--- src/fcd_defines.vh ---
// constants for the frequency and current detection flag block
`ifndef FCD_DEFINES_VH
`define FCD_DEFINES_VH

// =============================================
// clock and timebase
`define FCD_CLK_PERIOD_NS 8
`define FCD_TICK_MS 10
`define FCD_TICK_NS (`FCD_TICK_MS * 1000000)
`define FCD_ZC_HOLD_MS 100

// =============================================
// setting select codes on the write port
`define FCD_SEL_BAND 4'h0
`define FCD_SEL_FWD_THR 4'h1
`define FCD_SEL_REV_THR 4'h2
`define FCD_SEL_OC_LEVEL 4'h3
`define FCD_SEL_OC_DELAY 4'h4
`define FCD_SEL_ZC_LEVEL 4'h5
`define FCD_SEL_ZC_TIME 4'h6
`define FCD_SEL_OC_RETAIN 4'h7
`define FCD_SEL_OC_ACTION 4'h8
`define FCD_SEL_TERM_A 4'h9
`define FCD_SEL_TERM_B 4'ha

// =============================================
// reset values (freq in 0.1 Hz, time in 10 ms ticks, level in %)
`define FCD_RST_BAND 7'h0a
`define FCD_RST_FWD_THR 16'h003c
`define FCD_RST_REV_THR 16'h270f
`define FCD_RST_OC_LEVEL 8'h96
`define FCD_RST_OC_DELAY 14'h0000
`define FCD_RST_ZC_LEVEL 8'h05
`define FCD_RST_ZC_TIME 14'h0032
`define FCD_RST_OC_RETAIN 14'h000a
`define FCD_RST_OC_ACTION 1'b0
`define FCD_RST_TERM_A 8'h00
`define FCD_RST_TERM_B 8'h63

// =============================================
// setting limits and sentinels
`define FCD_MAX_BAND 16'h0064
`define FCD_MAX_FREQ 16'h0fa0
`define FCD_MAX_LEVEL 16'h00c8
`define FCD_MAX_OC_TIME 16'h03e8
`define FCD_MAX_ZC_TIME 16'h0064
`define FCD_MAX_TERM 16'h00c7
`define FCD_SENTINEL 16'h270f
`define FCD_GATE_OPEN 16'h0000

// =============================================
// terminal function codes
`define FCD_CODE_RUN 8'h00
`define FCD_CODE_SU 8'h01
`define FCD_CODE_FU 8'h04
`define FCD_CODE_OC 8'h0c
`define FCD_CODE_ZC 8'h0d
`define FCD_CODE_NEG 8'h64

`endif

--- src/fcd_qual_timer.v ---
// qualifying timer: condition must hold for a number of ticks
`timescale 1ns/10ps
module fcd_qual_timer (
   // clock and reset
   input wire clk,
   input wire rst_n,
   // timing
   input wire tick,
   input wire [13:0] limit,
   // condition in, qualified out
   input wire cond,
   output reg qualified_r
);
   reg [13:0] cnt_r;

   // =============================================
   // counter restarts whenever the condition drops
   always @(posedge clk or negedge rst_n) begin
      if (!rst_n) begin
         cnt_r <= 14'h0000;
         qualified_r <= 1'b0;
      end else begin
         if (!cond) begin
            cnt_r <= 14'h0000;
         end else if (tick && cnt_r != 14'h3fff) begin
            cnt_r <= cnt_r + 14'h0001;
         end
         qualified_r <= cond && (cnt_r >= limit);
      end
   end
endmodule // fcd_qual_timer

--- src/fcd_term_drive.v ---
// output terminal driver: function code picks a flag and its polarity
`timescale 1ns/10ps
`include "fcd_defines.vh"
module fcd_term_drive (
   // clock and reset
   input wire clk,
   input wire rst_n,
   // function code 0..199
   input wire [7:0] func_code,
   // flags
   input wire running,
   input wire at_speed,
   input wire freq_level,
   input wire oc_level,
   input wire zc_level,
   // terminal conducting
   output reg term_on_r
);
   reg [7:0] base;
   reg neg;
   reg sel_flag;

   always @* begin
      neg = (func_code >= `FCD_CODE_NEG);
      base = neg ? (func_code - `FCD_CODE_NEG) : func_code;
      if (base == `FCD_CODE_RUN) begin
         sel_flag = running;
      end else if (base == `FCD_CODE_SU) begin
         sel_flag = at_speed;
      end else if (base == `FCD_CODE_FU) begin
         sel_flag = freq_level;
      end else if (base == `FCD_CODE_OC) begin
         sel_flag = oc_level;
      end else if (base == `FCD_CODE_ZC) begin
         sel_flag = zc_level;
      end else begin
         sel_flag = 1'b0;
      end
   end

   // =============================================
   // unassigned codes leave the terminal off in either polarity
   always @(posedge clk or negedge rst_n) begin
      if (!rst_n) begin
         term_on_r <= 1'b0;
      end else if (neg) begin
         term_on_r <= !sel_flag && (base == `FCD_CODE_RUN || base == `FCD_CODE_SU ||
            base == `FCD_CODE_FU || base == `FCD_CODE_OC || base == `FCD_CODE_ZC);
      end else begin
         term_on_r <= sel_flag;
      end
   end
endmodule // fcd_term_drive

--- src/fcd_top.v ---
// frequency and current detection flags with two output terminals
`timescale 1ns/10ps
`include "fcd_defines.vh"
module fcd_top #(
   parameter integer TICK_CYCLES = `FCD_TICK_NS / `FCD_CLK_PERIOD_NS
) (
   // clock and reset
   input wire clk,
   input wire rst_n,
   // drive state
   input wire running,
   input wire start_cmd,
   input wire fault_reset,
   input wire rev_dir,
   input wire dc_brake_active,
   // frequencies in 0.1 Hz, output taken before slip compensation
   input wire [15:0] out_freq_raw,
   input wire [15:0] set_freq,
   // currents in the same unit
   input wire [15:0] out_current,
   input wire [15:0] rated_current,
   // settings write port
   input wire [15:0] extended_settings_gate,
   input wire set_wr,
   input wire [3:0] set_sel,
   input wire [15:0] set_data,
   output reg set_wr_refused_r,
   // flags
   output reg at_speed_flag_r,
   output reg freq_level_flag_r,
   output reg overcurrent_level_flag_r,
   output reg zero_current_flag_r,
   output reg current_detect_fault_r,
   // terminals
   output wire term_a_on,
   output wire term_b_on
);
   // =============================================
   // scaled product used for every percentage comparison
   function [23:0] scale;
      input [15:0] val;
      input [7:0] pct;
      begin
         scale = val * pct;
      end
   endfunction

   // =============================================
   // settings
   reg [6:0] at_speed_band_setting_r;
   reg [15:0] fwd_freq_threshold_r;
   reg [15:0] rev_freq_threshold_r;
   reg [7:0] overcurrent_level_setting_r;
   reg [13:0] overcurrent_delay_setting_r;
   reg [7:0] zero_current_level_setting_r;
   reg [13:0] zero_current_time_setting_r;
   reg [13:0] overcurrent_retention_setting_r;
   reg overcurrent_action_select_r;
   reg [7:0] terminal_function_select_a_r;
   reg [7:0] terminal_function_select_b_r;
   reg wr_ok;
   reg [15:0] wr_max;

   always @* begin
      if (set_sel == `FCD_SEL_BAND) begin
         wr_max = `FCD_MAX_BAND;
      end else if (set_sel == `FCD_SEL_FWD_THR || set_sel == `FCD_SEL_REV_THR) begin
         wr_max = `FCD_MAX_FREQ;
      end else if (set_sel == `FCD_SEL_OC_LEVEL || set_sel == `FCD_SEL_ZC_LEVEL) begin
         wr_max = `FCD_MAX_LEVEL;
      end else if (set_sel == `FCD_SEL_OC_DELAY || set_sel == `FCD_SEL_OC_RETAIN) begin
         wr_max = `FCD_MAX_OC_TIME;
      end else if (set_sel == `FCD_SEL_ZC_TIME) begin
         wr_max = `FCD_MAX_ZC_TIME;
      end else if (set_sel == `FCD_SEL_OC_ACTION) begin
         wr_max = 16'h0001;
      end else if (set_sel == `FCD_SEL_TERM_A || set_sel == `FCD_SEL_TERM_B) begin
         wr_max = `FCD_MAX_TERM;
      end else begin
         wr_max = 16'h0000;
      end
      // sentinel is legal only for reverse threshold and retention
      wr_ok = (extended_settings_gate == `FCD_GATE_OPEN) &&
         (set_sel <= `FCD_SEL_TERM_B) &&
         ((set_data <= wr_max) ||
          (set_data == `FCD_SENTINEL &&
           (set_sel == `FCD_SEL_REV_THR || set_sel == `FCD_SEL_OC_RETAIN)));
   end

   always @(posedge clk or negedge rst_n) begin
      if (!rst_n) begin
         at_speed_band_setting_r <= `FCD_RST_BAND;
         fwd_freq_threshold_r <= `FCD_RST_FWD_THR;
         rev_freq_threshold_r <= `FCD_RST_REV_THR;
         overcurrent_level_setting_r <= `FCD_RST_OC_LEVEL;
         overcurrent_delay_setting_r <= `FCD_RST_OC_DELAY;
         zero_current_level_setting_r <= `FCD_RST_ZC_LEVEL;
         zero_current_time_setting_r <= `FCD_RST_ZC_TIME;
         overcurrent_retention_setting_r <= `FCD_RST_OC_RETAIN;
         overcurrent_action_select_r <= `FCD_RST_OC_ACTION;
         terminal_function_select_a_r <= `FCD_RST_TERM_A;
         terminal_function_select_b_r <= `FCD_RST_TERM_B;
         set_wr_refused_r <= 1'b0;
      end else begin
         set_wr_refused_r <= set_wr && !wr_ok;
         if (set_wr && wr_ok) begin
            if (set_sel == `FCD_SEL_BAND) begin
               at_speed_band_setting_r <= set_data[6:0];
            end else if (set_sel == `FCD_SEL_FWD_THR) begin
               fwd_freq_threshold_r <= set_data;
            end else if (set_sel == `FCD_SEL_REV_THR) begin
               rev_freq_threshold_r <= set_data;
            end else if (set_sel == `FCD_SEL_OC_LEVEL) begin
               overcurrent_level_setting_r <= set_data[7:0];
            end else if (set_sel == `FCD_SEL_OC_DELAY) begin
               overcurrent_delay_setting_r <= set_data[13:0];
            end else if (set_sel == `FCD_SEL_ZC_LEVEL) begin
               zero_current_level_setting_r <= set_data[7:0];
            end else if (set_sel == `FCD_SEL_ZC_TIME) begin
               zero_current_time_setting_r <= set_data[13:0];
            end else if (set_sel == `FCD_SEL_OC_RETAIN) begin
               overcurrent_retention_setting_r <= set_data[13:0];
            end else if (set_sel == `FCD_SEL_OC_ACTION) begin
               overcurrent_action_select_r <= set_data[0];
            end else if (set_sel == `FCD_SEL_TERM_A) begin
               terminal_function_select_a_r <= set_data[7:0];
            end else begin
               terminal_function_select_b_r <= set_data[7:0];
            end
         end
      end
   end

   // =============================================
   // 10 ms timebase; shorten TICK_CYCLES in simulation
   reg [20:0] tick_cnt_r;
   reg tick_r;

   always @(posedge clk or negedge rst_n) begin
      if (!rst_n) begin
         tick_cnt_r <= 21'h000000;
         tick_r <= 1'b0;
      end else if (tick_cnt_r >= TICK_CYCLES[20:0] - 21'h000001) begin
         tick_cnt_r <= 21'h000000;
         tick_r <= 1'b1;
      end else begin
         tick_cnt_r <= tick_cnt_r + 21'h000001;
         tick_r <= 1'b0;
      end
   end

   // =============================================
   // frequency flags
   wire [15:0] freq_diff;
   wire [15:0] freq_thr;
   wire at_speed_nxt;
   wire freq_level_nxt;

   assign freq_diff = (out_freq_raw >= set_freq) ? (out_freq_raw - set_freq) :
      (set_freq - out_freq_raw);
   assign at_speed_nxt = scale(freq_diff, 8'h64) <=
      scale(set_freq, {1'b0, at_speed_band_setting_r});
   assign freq_thr = (rev_dir && rev_freq_threshold_r != `FCD_SENTINEL) ?
      rev_freq_threshold_r : fwd_freq_threshold_r;
   assign freq_level_nxt = out_freq_raw >= freq_thr;

   always @(posedge clk or negedge rst_n) begin
      if (!rst_n) begin
         at_speed_flag_r <= 1'b0;
         freq_level_flag_r <= 1'b0;
      end else begin
         at_speed_flag_r <= at_speed_nxt && !dc_brake_active;
         freq_level_flag_r <= freq_level_nxt && !dc_brake_active;
      end
   end

   // =============================================
   // current conditions, percent of rated current
   wire [23:0] cur_scaled;
   wire oc_cond;
   wire zc_cond;
   wire oc_qual;
   wire zc_qual;

   assign cur_scaled = scale(out_current, 8'h64);
   assign oc_cond = running &&
      cur_scaled > scale(rated_current, overcurrent_level_setting_r);
   assign zc_cond = running && zero_current_level_setting_r != 8'h00 &&
      cur_scaled < scale(rated_current, zero_current_level_setting_r);

   fcd_qual_timer u_oc_timer (
      .clk(clk),
      .rst_n(rst_n),
      .tick(tick_r),
      .limit(overcurrent_delay_setting_r),
      .cond(oc_cond),
      .qualified_r(oc_qual)
   );

   fcd_qual_timer u_zc_timer (
      .clk(clk),
      .rst_n(rst_n),
      .tick(tick_r),
      .limit(zero_current_time_setting_r),
      .cond(zc_cond),
      .qualified_r(zc_qual)
   );

   // =============================================
   // overcurrent flag with retention and trip
   reg [13:0] oc_hold_r;
   wire oc_latch_mode;
   wire oc_hold_done;

   assign oc_latch_mode = {2'b00, overcurrent_retention_setting_r} == `FCD_SENTINEL;
   assign oc_hold_done = oc_hold_r >= overcurrent_retention_setting_r;

   always @(posedge clk or negedge rst_n) begin
      if (!rst_n) begin
         overcurrent_level_flag_r <= 1'b0;
         current_detect_fault_r <= 1'b0;
         oc_hold_r <= 14'h0000;
      end else begin
         // a new trip in the same cycle as the reset wins over it
         if (fault_reset) begin
            current_detect_fault_r <= 1'b0;
         end
         if (!overcurrent_level_flag_r) begin
            oc_hold_r <= 14'h0000;
            if (oc_qual) begin
               overcurrent_level_flag_r <= 1'b1;
               // action read only at turn-on, so a later change waits
               if (overcurrent_action_select_r) begin
                  current_detect_fault_r <= 1'b1;
               end
            end
         end else begin
            if (tick_r && !oc_hold_done) begin
               oc_hold_r <= oc_hold_r + 14'h0001;
            end
            if (oc_latch_mode) begin
               // tripped: only a fault reset frees it, else next start
               if (current_detect_fault_r ? fault_reset : start_cmd) begin
                  overcurrent_level_flag_r <= 1'b0;
               end
            end else if (oc_hold_done && (current_detect_fault_r || !oc_qual)) begin
               overcurrent_level_flag_r <= 1'b0;
            end
         end
      end
   end

   // =============================================
   // zero current flag with minimum on time
   localparam [13:0] ZC_HOLD_TICKS = `FCD_ZC_HOLD_MS / `FCD_TICK_MS;
   reg [13:0] zc_hold_r;

   always @(posedge clk or negedge rst_n) begin
      if (!rst_n) begin
         zero_current_flag_r <= 1'b0;
         zc_hold_r <= 14'h0000;
      end else if (!zero_current_flag_r) begin
         zc_hold_r <= 14'h0000;
         zero_current_flag_r <= zc_qual;
      end else begin
         if (tick_r && zc_hold_r < ZC_HOLD_TICKS) begin
            zc_hold_r <= zc_hold_r + 14'h0001;
         end
         if (!zc_qual && zc_hold_r >= ZC_HOLD_TICKS) begin
            zero_current_flag_r <= 1'b0;
         end
      end
   end

   // =============================================
   // output terminals
   fcd_term_drive u_term_a (
      .clk(clk),
      .rst_n(rst_n),
      .func_code(terminal_function_select_a_r),
      .running(running),
      .at_speed(at_speed_flag_r),
      .freq_level(freq_level_flag_r),
      .oc_level(overcurrent_level_flag_r),
      .zc_level(zero_current_flag_r),
      .term_on_r(term_a_on)
   );

   fcd_term_drive u_term_b (
      .clk(clk),
      .rst_n(rst_n),
      .func_code(terminal_function_select_b_r),
      .running(running),
      .at_speed(at_speed_flag_r),
      .freq_level(freq_level_flag_r),
      .oc_level(overcurrent_level_flag_r),
      .zc_level(zero_current_flag_r),
      .term_on_r(term_b_on)
   );
endmodule // fcd_top

--- config.mk ---
export PLATFORM = sky130hd
export DESIGN_NAME = fcd_top
export DESIGN_NICKNAME = d
export VERILOG_FILES = /design/src/fcd_qual_timer.v /design/src/fcd_term_drive.v /design/src/fcd_top.v
export VERILOG_INCLUDE_DIRS = /design/src
export SDC_FILE = /design/constraint.sdc
export NUM_CORES = 2
export LEC_CHECK = 0
export BUFFER_PORTS_ARGS = -buffer_cell sky130_fd_sc_hd__buf_2
export CORE_MARGIN = 2
export CORE_UTILIZATION = 23
export DETAILED_ROUTE_END_ITERATION = 12
export GPL_TIMING_DRIVEN = 0
export PLACE_DENSITY = 0.38
export SLEW_MARGIN = 40
export SYNTH_ARGS = -nofsm -noshare
export SYNTH_HDL_FRONTEND = slang
export SYNTH_HIERARCHICAL = 1
export SYNTH_SLANG_ARGS = --single-unit
--- constraint.sdc ---
create_clock -name clk -period 6.2 [get_ports clk]
set_input_delay 0 -clock clk [delete_from_list [all_inputs] [get_ports clk]]
set_output_delay 0 -clock clk [all_outputs]
set_load 0.05 [all_outputs]
Yosys cells after proc, flatten, opt, wreduce, memory -nomap -nowiden:

Cells that the tools add are included.

* eq/ne operators: 27
* bitwise operators: 10
* $mul: 5
* add/subtract/negate cells: 9
* magnitude comparators: 15
* multiplexer cells: 45
* reduce and logical (&&, ||, !) cells: 59

Operators by type and width (count)
* $mux 14: 8
* $mux 16: 4
* $add 14x1->14 const B: 4
* $mul 16x8->24: 2
* $ge 14x14->1: 3
* $mul 16x5->21 const B: 2
* $mux 8: 5
* $eq 8x4->1 const B: 4
* $ge 16x16->1: 2
* $sub 16x16->16: 2
* $ne 14x14->1 const B: 2
* $mux 1: 25
* $gt 23x24->1: 1
* $lt 23x24->1: 1
* $le 23x23->1: 1
* $mul 16x7->23: 1
* $reduce_and 11->1: 2
* $add 21x1->21 const B: 1
* $ge 21x21->1 const B: 1
* $logic_and 1x1->1: 21
* $mux 21: 1
* $mux 10: 2
* $eq 16x14->1 const B: 1
* $eq 4x3->1 const B: 4
* 31 further kinds: 70

* input port bits: 108
* logic and storage cells: 197
* register bits after elaboration: 202

Longest topological paths before layout:

* word-level depth: 14
* mapped depth: 33
* mapped depth without buffers: 31

Cells and area by module:

The synthesis kept the hierarchy.

Modules (own cells, without submodules)
* fcd_top: area each 25714.7 µm², sequential area each 4290.4 µm², times used 1, cells an instance 2826
* fcd_qual_timer: area each 1183.6 µm², sequential area each 375.4 µm², times used 2, cells an instance 133
* fcd_term_drive: area each 282.8 µm², sequential area each 25.0 µm², times used 2, cells an instance 39

Worst setup path before layout:

No wires, ideal clock.

* path kind: register -> register
* from: register overcurrent_level_setting_r[7]
* to: register u_oc_timer.cnt_r[4]
* path buffers: 1
* stages on the path, launching flop included: 28
* data required time: 6.124 ns
* clock period less this slack: 6.741 ns
* arrival: 6.664 ns
* setup slack: -0.541 ns
* cells stage by stage: dfstp_2 > clkbuf_1 > nand2_1 > fa_1 > inv_1 > fa_1 > inv_1 > fa_1 > inv_1 > fa_1 > ha_1 > o21ai_0 > a21oi_1 > o41ai_1 > a21oi_1 > o211ai_1 > nand2_1 > o41ai_1 > xor2_1 > ha_1 > and4_1 > nand3_1 > o311ai_0 > o2111ai_1 > a21oi_1 > clkinv_1 > a2111o_1 > o21ai_1

* longest elaborated chain between the ends: 4

RTL lines
* from (decl): line fcd_top.v:53 `reg [7:0] overcurrent_level_setting_r;`
* from (signal assigned): line fcd_top.v:95 `` overcurrent_level_setting_r <= `FCD_RST_OC_LEVEL; ``
* from (signal assigned): line fcd_top.v:114 `overcurrent_level_setting_r <= set_data[7:0];`
* $mul 16x8->24 (*): line fcd_top.v:44 `scale = val * pct;`
* $gt 23x24->1 (*): line fcd_top.v:187 `cur_scaled > scale(rated_current, overcurrent_level_setting_r);`
* $logic_and 1x1->1 (*): line fcd_top.v:186 `assign oc_cond = running &&`
* via oc_cond: line fcd_top.v:180 `wire oc_cond;`
* $ne 2x2->1 (no source line) / $mux 14 (equally long branches)
* to (signal assigned): line fcd_qual_timer.v:26 `cnt_r <= cnt_r + 14'h0001;`
* to (decl): line fcd_qual_timer.v:14 `reg [13:0] cnt_r;`

Mark *: on every way through the listed nets, which the timed path passes. The rest lies on a longest branch.
A chain may end at the register's enable or synchronous reset.

Final worst setup path:

* from: register overcurrent_level_setting_r[4]
* to: register u_oc_timer.qualified_r

* longest elaborated chain between the ends: 4

RTL lines
* $mul 16x8->24: line fcd_top.v:44
* $gt 23x24->1: line fcd_top.v:187
* $logic_and 1x1->1: line fcd_top.v:186
* via oc_cond: line fcd_top.v:180
* $logic_and 1x1->1: line fcd_qual_timer.v:28 `qualified_r <= cond && (cnt_r >= limit);`
* to (signal assigned): line fcd_qual_timer.v:28
* to (decl): line fcd_qual_timer.v:12 `output reg qualified_r`

The timed path passes the listed nets, and every way through them passes these cells.

==> impl_results.md <==
* Outcome: finished, violations left
* GRT Overall Usage at 13.6%
* CP Class: reg -> reg
* Final hold vios at 1
* Post-DR vias/cell at 4.44
* Worst Hold Class: in -> reg
* Synth warnings at 6
* Synth top area share at 18.2%
* Design area at 35000 um2
* Yosys top cell by area: fa_1
* Boundary pin count at 116
* Final net count at 4211
* Clock Sinks at 202
* Die X at 357 um
* DRT Wirelength at 87400 um
* Clock root buffer: clkbuf_16
* Syn avg cell area at 9.04 um2
* Clock skew at 0.0373 ns
* Share of layout cells above drive strength 1 at 20.7%
* WP data required at 6.66 ns
* Post-DP HPWL at 69700 um
* Worst Path Max Fanout at 4
* Worst setup SP type: flip-flop
* Die H at 357 um
* Vias in the first global route at 23.4k
* Cell Pwr Density at 217 nW/um2
* R2R depth at 28
* CTS max path bufs at 3
* DP Area at 31500 um2
* CORE AREA at 124000 um2
* Slew @ Worst Pin at 0.909 ns
* Number of synthesized register bits at 202
* Die area at 127000 um2
* Failing checks: negative hold slack, negative setup slack
* Static Leak at 16.8 nW
* Initial DRT Pass Iterations at 7
* Initial core utilization at 23.2%
* Biggest cell delay along the critical path at 0.66 ns
* Post-synth cell types at 90
* First-pass GRT wire length at 137000 um
* Share of the yosys chip area belonging to registers at 17.8%
* FP Rows at 129
* H-Tree Depth at 1
* TritonCTS clock tree: built
* WL per Instance at 17.2 um
* Crit-path slowest cell: dfstp_4
* Max frequency at 0.148 GHz
* TritonCTS buffer count at 26
* Reg2reg start: overcurrent_level_setting_r[4]
* Total power at 7.58 mW
* Worst slew margin at 39.4%
* Unrepaired setup endpoints after global routing: yes
* Max Cap Viol at 0
* Detailed-route DRC error count at 0
* Tmin final at 6.75 ns
* Gr ovfl total at 0
* DRT iter0 DRCs at 893
* Setup-failing EPs final at 30
* Final Max Slew Viols at 0
* R2r setup slk at -0.55 ns
* Post-synthesis cell area at 28600 um2
* WP data arrival at 7.21 ns
* Prevailing post-synth register cell: dfrtp_1
* R2r endpoint: u_oc_timer/qualified_r
* Layout area overhead at 22.1%
* Worst Hold End: freq_level_flag_r
* Skew-Pair Late Insertion Delay at 0.57 ns
* Syn Inst Count at 3170
* Setup crit end kind: flip-flop
* DP Worst Slack at -2.05 ns
* Final WS setup at -0.548 ns
* Critical Path Start: overcurrent_level_setting_r[4]
* # diodes at 0
* Clock Pin Slew Worst Setup and Hold Paths at 0.06 ns
* Pin count of the biggest net entering global routing at 60
* Hold_sp: out_freq_raw[11]
* Port Buffers at 112
* Synth top area cells: fa_1, ha_1, dfrtp_1, inv_1, nand2_1
* Number of synthesized flops with an enable pin at 0
* Mapped Nets at 3944
* Initial antenna violation count at 8
* ANT nets after route at 0
* Max rail drop VDD at 0.323 mV
* Min Hold Slack at -0.0379 ns
* GPL Wtd Cong at 0.794
* Most common cell on crit path: fa_1
* Worst hold path cell count at 4
* Fin crit share at 109%
* Via count at 22.6k
* Post-synth ARST share at 100%
-- critical path: cells and delay by family (launching register included) --
family,cells,cell delay (ns)
simple gates,7,1.13
buf+inv,5,0.61
compound gates,9,1.44
xor+xnor,1,0.14
flops,1,0.66
fa+ha+maj,6,2.67
-- per-layer routing --
metal | up-vias | global-route usage (%) | wire length [um]
met1 | 11171 | 19.6 | 44000
met3 | 58 | 0.893 | 1770
met5 | - | 0 | 16
met2 | 239 | 22.9 | 40700
li1 | 11157 | - | -
met4 | 2 | 1.39 | 857
-- synth_stat cells, types with 65 or more instances --
master,instances
inv_1,481
a21oi_1,137
o21ai_0,78
mux2_2,106
and2_1,183
clkbuf_1,65
nand2_1,334
xnor2_1,66
fa_1,261
dfrtp_1,173
a21o_1,71
nor2_1,115
ha_1,405
-- through the flow --
| stage | std cells | TNS (ns) | hold WS (ns) | utilization (%) |
|---|---|---|---|---|
| 6_report | 5094 | -10.24 | -0.0379 | 28.3 |
| 2_1_floorplan | 3170 | 0 | -0.296 | - |
| 5_1_grt | 5094 | -17.38 | 0.00242 | 28.3 |
| 3_3_place_gp | 4919 | -55.03 | 0.378 | 25.4 |
| 3_5_place_dp | 4922 | -51.83 | -0.0919 | 25.4 |
| 4_1_cts | 5055 | -14.86 | 0.00298 | 27.5 |
-- worst max-delay path by stage --
stage / cells after the start / endpoint / slack, ns
5_1_grt: 28 / u_oc_timer/qualified_r / -0.83
6_report: 28 / u_oc_timer/qualified_r / -0.55
3_3_place_gp: 27 / u_oc_timer/qualified_r / -2.13
3_5_place_dp: 27 / u_oc_timer/qualified_r / -2.05
4_1_cts: 27 / u_oc_timer/qualified_r / -0.68
2_1_floorplan: 27 / u_oc_timer/qualified_r / 0.00007
-- cell usage in the layout (no fill, tap or decap), drive strengths merged, types with 28 or more instances in the layout --
cell and n:
a21o 72, a21oi 138, and2 183, buf 259, clkbuf 97, dfrtp 173, dfstp 29, fa 261
ha 405, inv 484, mux2 108, nand2 334, nand2b 32, nand3 56, nand4 40, nor2 115
nor2b 32, nor3 35, o211ai 28, o21ai 95, or3 30, xnor2 66, xor2 63
-- repair_timing --
item / in CTS / in global routing
hold endpoints to repair: 115 / 0
gates cloned: 2 / 0
pin swaps: 95 / 127
setup endpoints to repair: 31 / 31
hold buffers: 12 / 0
buffers inserted: 71 / 44
gates resized for setup: 211 / 157
-- state kept, by name, indices dropped and copies added, names as in the netlist, 7 cells and up --
| register | flops |
|---|---|
| terminal_function_select_a_r | 8 |
| zc_hold_r | 14 |
| rev_freq_threshold_r | 16 |
| tick_cnt_r | 21 |
| oc_hold_r | 14 |
| overcurrent_level_setting_r | 8 |
| overcurrent_delay_setting_r | 14 |
| zero_current_level_setting_r | 8 |
| fwd_freq_threshold_r | 16 |
| zero_current_time_setting_r | 14 |
| overcurrent_retention_setting_r | 14 |
| u_oc_timer/cnt_r | 14 |
| terminal_function_select_b_r | 8 |
| u_zc_timer/cnt_r | 14 |
| at_speed_band_setting_r | 7 |
-- layout make-up --
class | instances | area, um2
plain buffers | 92 | 762
clock buffers | 35 | 734
clock inverters | 13 | 150
fillers | 13351 | 88700
inverters | 485 | 1840
multi-input cells | 2390 | 22500
flip-flops and latches | 202 | 5110
well taps | 1637 | 2050
repair buffers | 240 | 1790
-- logic make-up (layout without fill, tap and decap cells) --
logic type	Yosys count	in the layout	synth area share, %
compound gates	516	516	12.3
flops	202	202	17.8
mux	134	134	5.18
buf+inv	578	865	7.94
simple gates	945	945	16.9
fa+ha+maj	666	666	35.9
xor+xnor	129	129	3.94
-- power breakdown --
part / leakage (nW) / switching [mW] / internal (mW)
Sequential: 2.68 / 0.0204 / 1.33
Clock: 0.437 / 0.625 / 0.921
Combinational: 13.7 / 2.65 / 2.03
Total: 16.8 / 3.30 / 4.28
Note: power is estimated with default switching activity, not from simulation.
